==> config.mk <==
export PLATFORM = sky130hd
export DESIGN_NAME = sdc_control
export DESIGN_NICKNAME = d
export VERILOG_FILES = /design/src/design/sdc_pkg.sv /design/src/design/sdc_control.sv
export VERILOG_INCLUDE_DIRS = /design/src /design/src/design
export SDC_FILE = /design/constraint.sdc
export NUM_CORES = 1
export LEC_CHECK = 0
export BUFFER_PORTS_ARGS = -buffer_cell sky130_fd_sc_hd__buf_2
export CORE_MARGIN = 3
export CORE_UTILIZATION = 25
export CTS_BUF_LIST = sky130_fd_sc_hd__clkbuf_8
export DETAILED_ROUTE_END_ITERATION = 10
export PLACE_DENSITY_LB_ADDON = 0.12
export SYNTH_ARGS = -nofsm -noshare
export SYNTH_HDL_FRONTEND = slang
export SYNTH_SLANG_ARGS = --single-unit
export TNS_END_PERCENT = 50
==> constraint.sdc <==
create_clock -name clock -period 4.4 [get_ports clock]
set_clock_uncertainty 0.1 [all_clocks]
set_input_delay 0.22 -clock clock [delete_from_list [all_inputs] [get_ports clock]]
set_output_delay 0.22 -clock clock [all_outputs]
set_load 0.005 [all_outputs]
==> src/design/sdc_params.svh <==
`ifndef SDC_PARAMS_SVH
`define SDC_PARAMS_SVH

// Register address of the control register
`define SDC_CTL_ADDR 16'h0100
// Field positions
`define SDC_XDIV_MSB 11
`define SDC_XDIV_LSB 9
`define SDC_LP_BIT 8
`define SDC_DIV_MSB 7
`define SDC_DIV_LSB 6
`define SDC_SSEL_MSB 5
`define SDC_SSEL_LSB 4
`define SDC_VMID_BIT 3
`define SDC_REF_BIT 2
`define SDC_OVIE_BIT 1
// Writable bits and reset value
`define SDC_CTL_WMASK 16'h0FFE
`define SDC_CTL_RESET 16'h0000
// Divider ratios
`define SDC_XDIV_R0 8'h01
`define SDC_XDIV_R1 8'h03
`define SDC_XDIV_R2 8'h10
`define SDC_XDIV_R3 8'h30

`endif

==> src/design/sdc_pkg.sv <==
package sdc_pkg;

  // Clock source choices
  typedef enum logic [1:0] {
    SDC_SRC_MAIN = 2'h0,
    SDC_SRC_SUB = 2'h1,
    SDC_SRC_AUX = 2'h2,
    SDC_SRC_TIMER = 2'h3
  } sdc_src_t;

  // Decoded control fields
  typedef struct packed {
    logic [2:0] first_stage_divider;
    logic reduced_power_select;
    logic [1:0] second_stage_divider;
    sdc_src_t clock_source_select;
    logic midrail_buffer_on;
    logic reference_generator_on;
    logic overflow_irq_enable;
  } sdc_ctl_t;

  // Register port request
  typedef struct packed {
    logic wr;
    logic rd;
    logic [15:0] addr;
    logic [15:0] wdata;
  } sdc_req_t;

endpackage

==> src/design/sdc_control.sv <==
// Summary of operation
// RULE1: First divider bits 11-9: 1,3,16,48; 1xx reserved
// RULE2: Second divider bits 7-6: 1,2,4,8
// RULE3: Both dividers cascade; ratios multiply
// RULE4: Bits 5-4 pick main, sub, aux, timer
// RULE5: Bit 8 selects reduced-power slower mode
// RULE6: Bit 3 switches mid-rail buffer
// RULE7: Bit 2 switches reference generator
// RULE8: Overflow irq needs bit 1 and global enable
// RULE9: Bits 15-12 and 0 read zero
// RULE10: Register at 0100h, cleared on reset
// RULE11: Overflow flags cleared only by software
//
// The implementer's own choices: the address-and-strobe port and the register offsets.
`timescale 1ns/1ps
`include "sdc_params.svh"

module sdc_control
  import sdc_pkg::*;
#(
  parameter int CHANNELS = 7
) (
  input wire logic clock,
  input wire logic rst_b,
  input wire sdc_req_t req,
  output logic [15:0] rdata,
  input wire logic main_clk_en,
  input wire logic sub_main_clk_en,
  input wire logic aux_clk_en,
  input wire logic timer_external_clock,
  input wire logic global_irq_enable,
  input wire logic [CHANNELS-1:0] overflow_set,
  input wire logic [CHANNELS-1:0] overflow_clear,
  output logic [CHANNELS-1:0] overflow_flag,
  output logic modulator_clk_en,
  output logic reduced_power_select,
  output logic midrail_buffer_on,
  output logic reference_generator_on,
  output logic overflow_irq
);

  // ****************************************
  // Register access
  // ****************************************

  logic [15:0] ctl_r;
  logic [15:0] ctl_nxt;
  logic [15:0] rdata_nxt;
  logic timer_prev_r;
  sdc_ctl_t ctl;

  // Control register decode is a single address match
  wire hit = (req.addr == `SDC_CTL_ADDR);
  wire ctl_wr = req.wr & hit;
  // Read strobe qualified the same way as the write
  wire ctl_rd = req.rd & hit;

  // RULE9: reserved bits masked
  // Masking on the way in keeps the reserved flops at zero,
  // so every reader of ctl_r sees them cleared
  assign ctl_nxt = ctl_wr ? (req.wdata & `SDC_CTL_WMASK) : ctl_r;
  // RULE9: unmapped reads return zero
  assign rdata_nxt = ctl_rd ? ctl_r : 16'h0000;

  // RULE10: cleared by reset
  always_ff @(posedge clock or negedge rst_b) begin
    if (!rst_b) begin
      ctl_r <= `SDC_CTL_RESET;
    end else begin
      ctl_r <= ctl_nxt;
    end
  end

  // Read data stands one cycle; idle cycles return zero
  always_ff @(posedge clock or negedge rst_b) begin
    if (!rst_b) begin
      rdata <= 16'h0000;
    end else begin
      rdata <= rdata_nxt;
    end
  end

  // Field view of the register
  assign ctl = '{first_stage_divider: ctl_r[`SDC_XDIV_MSB:`SDC_XDIV_LSB],
                 reduced_power_select: ctl_r[`SDC_LP_BIT],
                 second_stage_divider: ctl_r[`SDC_DIV_MSB:`SDC_DIV_LSB],
                 clock_source_select: sdc_src_t'(ctl_r[`SDC_SSEL_MSB:`SDC_SSEL_LSB]),
                 midrail_buffer_on: ctl_r[`SDC_VMID_BIT],
                 reference_generator_on: ctl_r[`SDC_REF_BIT],
                 overflow_irq_enable: ctl_r[`SDC_OVIE_BIT]};

  // ****************************************
  // Clock source and dividers
  // ****************************************

  // First stage ratio; reserved codes treated as divide by 1
  function automatic logic [7:0] first_ratio(input logic [2:0] code);
    logic [7:0] r;
    r = 8'h01;
    if (!code[2]) begin
      unique case (code[1:0])
        2'h0: r = `SDC_XDIV_R0;
        2'h1: r = `SDC_XDIV_R1;
        2'h2: r = `SDC_XDIV_R2;
        2'h3: r = `SDC_XDIV_R3;
      endcase
    end
    return r;
  endfunction

  // Timer clock is sampled; a rising edge gives one source tick
  wire timer_tick = timer_external_clock & ~timer_prev_r;

  // RULE4: source select
  wire src_tick = (ctl.clock_source_select == SDC_SRC_MAIN) ? main_clk_en :
                  (ctl.clock_source_select == SDC_SRC_SUB) ? sub_main_clk_en :
                  (ctl.clock_source_select == SDC_SRC_AUX) ? aux_clk_en : timer_tick;

  // RULE1: first stage terminal count
  wire [7:0] x_ratio = first_ratio(ctl.first_stage_divider);
  // RULE2: second stage ratio is a power of two
  wire [3:0] d_ratio = 4'h1 << ctl.second_stage_divider;

  logic [7:0] xcnt_r;
  logic [7:0] xcnt_nxt;
  logic [3:0] dcnt_r;
  logic [3:0] dcnt_nxt;
  logic mod_en_r;
  logic [CHANNELS-1:0] ovf_r;
  logic irq_r;

  // Terminal test shared by both stages; the short one is zero extended
  function automatic logic at_terminal(input logic [7:0] count, input logic [7:0] ratio);
    return count >= ratio - 8'h01;
  endfunction

  wire x_wrap = src_tick & at_terminal(xcnt_r, x_ratio);
  // RULE3: second stage counts first stage outputs
  wire d_wrap = x_wrap & at_terminal({4'h0, dcnt_r}, {4'h0, d_ratio});

  // Counters restart on any control register write so a new ratio takes effect cleanly;
  // the price is one lengthened period spanning each write, as the partial count is dropped
  assign xcnt_nxt = (ctl_wr | x_wrap) ? 8'h00 :
                    src_tick ? xcnt_r + 8'h01 : xcnt_r;
  assign dcnt_nxt = (ctl_wr | d_wrap) ? 4'h0 :
                    x_wrap ? dcnt_r + 4'h1 : dcnt_r;

  // Timer pin history for the edge detector; a pin that idles high
  // gives one early tick after reset, never counted since the reset value selects the main source
  always_ff @(posedge clock or negedge rst_b) begin
    if (!rst_b) begin
      timer_prev_r <= 1'b0;
    end else begin
      timer_prev_r <= timer_external_clock;
    end
  end

  // First stage count
  always_ff @(posedge clock or negedge rst_b) begin
    if (!rst_b) begin
      xcnt_r <= 8'h00;
    end else begin
      xcnt_r <= xcnt_nxt;
    end
  end

  // Second stage count
  always_ff @(posedge clock or negedge rst_b) begin
    if (!rst_b) begin
      dcnt_r <= 4'h0;
    end else begin
      dcnt_r <= dcnt_nxt;
    end
  end

  // A write suppresses the pulse so an old ratio never leaks a tick
  always_ff @(posedge clock or negedge rst_b) begin
    if (!rst_b) begin
      mod_en_r <= 1'b0;
    end else begin
      mod_en_r <= d_wrap & ~ctl_wr;
    end
  end

  // ****************************************
  // Overflow flags and interrupt
  // ****************************************

  // RULE11: set wins, clear only by software
  wire [CHANNELS-1:0] ovf_nxt = overflow_set | (ovf_r & ~overflow_clear);
  // RULE8: both enables gate the request
  wire irq_nxt = (|ovf_nxt) & ctl.overflow_irq_enable & global_irq_enable;

  // Sticky per-channel flags
  always_ff @(posedge clock or negedge rst_b) begin
    if (!rst_b) begin
      ovf_r <= '0;
    end else begin
      ovf_r <= ovf_nxt;
    end
  end

  // Request follows the next flag state so it rises with the flag
  always_ff @(posedge clock or negedge rst_b) begin
    if (!rst_b) begin
      irq_r <= 1'b0;
    end else begin
      irq_r <= irq_nxt;
    end
  end

  // ****************************************
  // Outputs
  // ****************************************

  assign overflow_flag = ovf_r;
  assign overflow_irq = irq_r;
  assign modulator_clk_en = mod_en_r;
  // RULE5: reduced power mode
  assign reduced_power_select = ctl_r[`SDC_LP_BIT];
  // RULE6: mid-rail buffer
  assign midrail_buffer_on = ctl_r[`SDC_VMID_BIT];
  // RULE7: reference generator
  assign reference_generator_on = ctl_r[`SDC_REF_BIT];

endmodule // sdc_control

### After elaboration in Yosys (flattened, before gate mapping)

Index checks and enable logic that the tools add are counted.
W data, S select, Z words.

* register bits: 45
* bits of input ports: 55
* output and inout bits: 28

* $add $sub $neg: 4
* $lt $le $gt $ge: 2
* equality and inequality tests: 6
* shifts and indexed selects: 1
* muxes and demuxes: 10
* bitwise operators: 15
* reductions and logical operators: 5

Operator list (count)
* $pmux W8 S4: 1
* $mux W8: 3
* $eq A16 B9 Y1 const B: 1
* $mux W12: 1
* $add A8 B1 Y8 const B: 1
* $and A1 B1 Y1: 8
* $ge A4 B8 Y1: 1
* $ge A8 B8 Y1: 1
* $mux W4: 2
* $sub A8 B1 Y8 const B: 1
* $and A7 B7 Y7: 1
* $not A7 Y7: 1
* $or A7 B7 Y7: 1
* $reduce_or A7 Y1: 1
* $eq A2 B2 Y1 const B: 3
* $sub A4 B1 Y5 const B: 1
* $add A4 B1 Y4 const B: 1
* $eq A2 B1 Y1 const B: 2
* $logic_not A2 Y1: 2
* $reduce_bool A2 Y1: 2
* $shl A1 B2 Y4 const A: 1
* $mux W1: 3
* $not A1 Y1: 2
* $or A1 B1 Y1: 2

### Longest topological paths before layout

* depth in word-level cells: 9
* gate-level depth with buffers: 12
* gate-level depth less buffers: 10

### Least setup slack after synthesis

Ideal clock, no wire load.

* path kind: reg2reg
* start: register ctl_r[10]
* end: register xcnt_r[6]
* arrival: 2.286 ns
* setup slack: 1.932 ns
* stages on the path, launching flop included: 13
* clock period less this slack: 2.468 ns
* cell sequence: dfrtp_1 inv_1 nor2_1 ha_1 inv_1 ha_1 and3_1 o21ai_0 a31o_2 buf_2 clkbuf_1 nand4_1 a31oi_1

* longest elaborated chain between the ends: 8
* elaborated cells between the ends (all ways): 12

Ends and longest elaborated chain
* from (decl): line sdc_control.sv:46 `logic [15:0] ctl_r;`
* from (signal assigned): line sdc_control.sv:68 `` ctl_r <= `SDC_CTL_RESET; ``
* from (signal assigned): line sdc_control.sv:70 `ctl_r <= ctl_nxt;`
* $eq A2 B2 Y1 (tied with other cells): line sdc_control.sv:101 `unique case (code[1:0])`
* $pmux W8 S4 *: line sdc_control.sv:101
* $mux W8 *: line sdc_control.sv:100 `if (!code[2]) begin`
* $sub A8 B1 Y8 *: line sdc_control.sv:134 `return count >= ratio - 8'h01;`
* $ge A8 B8 Y1 *: line sdc_control.sv:134
* $and A1 B1 Y1 *: line sdc_control.sv:137 `wire x_wrap = src_tick & at_terminal(xcnt_r, x_ratio);`
* $or A1 B1 Y1 *: line sdc_control.sv:143 `assign xcnt_nxt = (ctl_wr | x_wrap) ? 8'h00 :`
* $mux W8 / $reduce_bool A2 Y1 (equally long branches)
* to (signal assigned): line sdc_control.sv:163 `xcnt_r <= xcnt_nxt;`
* to (decl): line sdc_control.sv:124 `logic [7:0] xcnt_r;`

Mark *: on every way between the ends. The rest lies on a longest branch, timed or not. The select of a mux whose other input is x is not followed.
A chain may end at the register's enable or synchronous reset.

### Worst setup path after layout

* start: register ctl_r[10]
* end: register xcnt_r[3]

The elaborated chain is that of the path after synthesis.

==> impl_summary.txt <==
----------------------------------------------------
[Clock network]
  Number of buffers created by CTS ... 5
  Clk root buf ... sky130_fd_sc_hd__clkbuf_8
  TritonCTS clock tree ... yes
  CTS Buffer Depth ... 2
  Total clock sinks ... 44
  Level count of the clock H-tree ... 2
  Clock input transition at the sequential cells of the worst setup and hold paths ... 0.09 ns
  Cells resized by post-CTS repair ... 0
  Clock Latency Late Sink ... 0.30 ns
  Post-CTS repair timing setup buffer count ... 0

[Outcome]
  Failing checks ... hold timing
  Run status ... finished with violations

[Timing]
  Number of pins with negative max-slew slack in the final report ... 0
  Post-route setup slack ... 1.43 ns
  Final worst path period share ... 67.5%
  Worst slack on hold paths ... -0.0256 ns
  Relative max-transition margin ... 33.4%
  Post-route minimum period ... 2.97 ns
  Highest achievable clock rate ... 0.337 GHz
  Hold Violations, Final ... 28
  Setup repair after global routing missed its margin ... no
  Aggregate negative setup slack ... 0 ns
  Final count of negative-setup-slack endpoints ... 0
  Least-Margin Pin Slew ... 0.998 ns

[Final layout]
  Area overhead of the layout relative to synthesis ... 26.2%
  Total non-filler cell area in the finished layout ... 2840 um2
  Share of post-route cells with drive strength above 1 ... 27.9%
  Number of diodes ... 0
  Final standard cell utilization of the core ... 33.5%
  Fill cells ... 887
  Final net count ... 376

[Floorplan]
  Height of the die ... 101 um
  Site Rows ... 33
  Starting utilization of the core area ... 26.5%
  I/O pin count ... 83
  Overall die width ... just over 100 um
  Core area ... 8460 um2
  Die Footprint ... 10200 um2

[Synthesis]
  Post-synth ARST share ... between 90% and 100%
  Number of enable flip-flop cells after synthesis ... 0
  Total standard cell area after synthesis ... 2250 um2
  Fraction of the yosys area taken by sequential cells ... 49.0%
  Synthesized area per cell ... 9.60 um2
  Count of yosys warnings during synthesis ... 0
  Count of mapped cells out of synthesis ... between 200 and 250
  Count of cell types in the netlist ... 40
  Cell type with the highest aggregate area in the netlist ... sky130_fd_sc_hd__dfrtp_1
  Main synth FF type ... sky130_fd_sc_hd__dfrtp_1
  Flip-flop and latch count after synthesis ... 44
  Cells taking the most area after synthesis ... sky130_fd_sc_hd__dfrtp_1, sky130_fd_sc_hd__ha_1, sky130_fd_sc_hd__nand2_1
  Share of Yosys cell area claimed by the top area cell type ... 49.0%

[Worst setup path]
  Data arrival time of the critical path ... 3.08 ns
  Crit path required time ... roughly 4.5 ns
  Path type of the worst setup path ... register to register
  Highest net fanout along the worst path ... 11
  Kind of start point of the critical path ... register
  Kind of end point of the critical path ... register

[Routing]
  Average detailed-routed wire length per instance ... around 13 um
  Post-route ant nets ... 0
  Violation count after the first detailed-route iteration ... 48
  First-pass detailed-route iteration total ... 4
  Total length of routed wires ... 5310 um
  DRC errors left ... 0
  Routed via count ... 1869
  Detail-routed via count per cell ... 4.53

[Placed design]
  Buffers on Ports ... 72
  Final RePlAce weighted congestion ... roughly 0.74
  Pre-CTS worst setup slack ... between 1 and 1.5 ns
  DP Wirelength ... 3870 um
  Total placed instance area ... 2680 um2

[Pwr]
  Static leakage power ... ~1.5 nW
  Total power ... 0.000900 W
  Power per unit of standard cell area ... 317 nW/um2
  Worst IR Drop VDD ... roughly 0.11 mV

[Global route]
  Maximum number of pins on one net before global-route repair ... 45
  Initial antenna violation count ... 0
  Overall overflow remaining after global route ... 0
  Total track usage ... a little over a tenth
  Via count of the first global-routing pass ... 1817
  Wire length of the first global-routing pass ... 8890 um

[Min path]
  Hold Path Class ... input pin to async pin

[Job]
  Count of max-cap constraint violations ... 0

----------------------------------------------------
-- critical path, cell delays in order, from the launching register on --
cell                      delay [ns]
sky130_fd_sc_hd__dfrtp_1        0.38
sky130_fd_sc_hd__inv_1          0.09
sky130_fd_sc_hd__nor2_1         0.25
sky130_fd_sc_hd__ha_1           0.27
sky130_fd_sc_hd__o21ai_0        0.15
sky130_fd_sc_hd__ha_1           0.31
sky130_fd_sc_hd__o21a_1         0.17
sky130_fd_sc_hd__a21oi_1        0.15
sky130_fd_sc_hd__buf_4          0.20
sky130_fd_sc_hd__nor2b_1        0.48
sky130_fd_sc_hd__nand3_1        0.14
sky130_fd_sc_hd__a31oi_1        0.20
-- cell usage after synthesis, types with 2 or more instances --
cell	count
sky130_fd_sc_hd__a31oi_1	6
sky130_fd_sc_hd__nand2_1	41
sky130_fd_sc_hd__a21oi_1	3
sky130_fd_sc_hd__and4_1	2
sky130_fd_sc_hd__and2_1	12
sky130_fd_sc_hd__a211o_1	2
sky130_fd_sc_hd__or2_2	3
sky130_fd_sc_hd__a21o_1	7
sky130_fd_sc_hd__and3_1	3
sky130_fd_sc_hd__nor2b_1	3
sky130_fd_sc_hd__mux2i_1	3
sky130_fd_sc_hd__or4_1	3
sky130_fd_sc_hd__o21ai_0	5
sky130_fd_sc_hd__nand4b_1	2
sky130_fd_sc_hd__dfrtp_1	44
sky130_fd_sc_hd__buf_4	5
sky130_fd_sc_hd__ha_1	14
sky130_fd_sc_hd__nand4_1	8
sky130_fd_sc_hd__buf_2	5
sky130_fd_sc_hd__o211ai_1	2
sky130_fd_sc_hd__nor2_1	8
sky130_fd_sc_hd__clkbuf_1	5
sky130_fd_sc_hd__inv_1	18
sky130_fd_sc_hd__nand3_1	14
-- per-stage QoR --
stage / hold slack (ns) / std cells
after floorplan: -0.176 / 238
after global placement: 0.262 / 401
after detailed placement: 0.261 / 401
after CTS: 0.000788 / 413
after global routing: 0.00367 / 413
final: -0.0256 / 413
-- path summary, 6_finish.rpt --
path                            slack, ns          endpoint  cells after the start  startpoint
worst max-delay path                 1.43         xcnt_r[3]                     11   ctl_r[10]
worst min-delay path                -0.03          rdata[2]                      1       rst_b
worst max register to register       1.43         xcnt_r[3]                     11   ctl_r[10]
worst min register to register       0.38          ctl_r[2]                      2    ctl_r[2]
max in group asynchronous            3.60  overflow_flag[5]                      1       rst_b
min in group clock                   0.01          ctl_r[5]                      3      req[5]
-- sequential cells by signal, indices dropped and copies added (netlist names) --
| name | cells |
|---|---|
| timer_prev_r | 1 |
| xcnt_r | 8 |
| dcnt_r | 4 |
| rdata | 11 |
| ctl_r | 11 |
| modulator_clk_en | 1 |
| overflow_flag | 7 |
| overflow_irq | 1 |
-- kinds of logic after synthesis --
kind of cell / after synthesis / synth area share, %
fa+ha+maj: 14 / 7.80
compound gates: 32 / 9.80
simple gates: 105 / 23.9
flops: 44 / 49.0
xor+xnor: 1 / 0.390
other cells: 1 / 0.167
buf+inv: 33 / 6.63
mux: 4 / 2.34
-- metal layers --
metal | wire length, um | vias up | track usage (%)
met5 | 0 | - | 0
met4 | 63 | 0 | 3.11
met3 | 432 | 6 | 3.11
met2 | 2300 | 67 | 17.6
met1 | 2520 | 858 | 14.4
li1 | - | 938 | -
-- cell usage in the layout (no fill, tap or decap), drive strengths merged, types with 2 or more instances in the layout --
| master | netlist | routed |
|---|---|---|
| a211o | 2 | 2 |
| a21o | 7 | 7 |
| a21oi | 3 | 3 |
| a31oi | 6 | 6 |
| and2 | 12 | 12 |
| and3 | 3 | 3 |
| and4 | 2 | 2 |
| buf | 10 | 73 |
| clkbuf | 5 | 5 |
| conb | 1 | 5 |
| dfrtp | 44 | 44 |
| dlygate4sd3 | 0 | 4 |
| ha | 14 | 14 |
| inv | 18 | 19 |
| mux2i | 3 | 3 |
| nand2 | 41 | 41 |
| nand3 | 14 | 14 |
| nand4 | 8 | 8 |
| nand4b | 2 | 2 |
| nor2 | 8 | 8 |
| nor2b | 3 | 3 |
| o211ai | 2 | 2 |
| o21ai | 6 | 6 |
| or2 | 3 | 3 |
| or4 | 3 | 3 |
-- layout make-up --
type | instances | area, um2 | area share (%)
sequential | 44 | 1100 | 38.8
multi-input combinational | 161 | 1010 | 35.7
timing repair buffer | 77 | 408 | 14.4
tap | 105 | 131 | 4.63
clock buffer | 5 | 68.8 | 2.43
inverter | 18 | 67.6 | 2.38
clock inverter | 3 | 46.3 | 1.63
-- where the power goes --
part	internal (W)	switching, W	leakage [nW]	total, W
combinational	0.0000644	0.0000685	0.858	0.000133
sequential	0.000426	0.0000170	0.570	0.000443
clock	0.000171	0.000153	0.0548	0.000324
total	0.000661	0.000238	1.48	0.000900
-- what timing repair did --
action / CTS / global route
endpoints found under the setup margin: 0 / 0
hold buffers: 4 / 0
hold endpoints to repair: 4 / 0
Note: power is estimated with default switching activity, not from simulation.
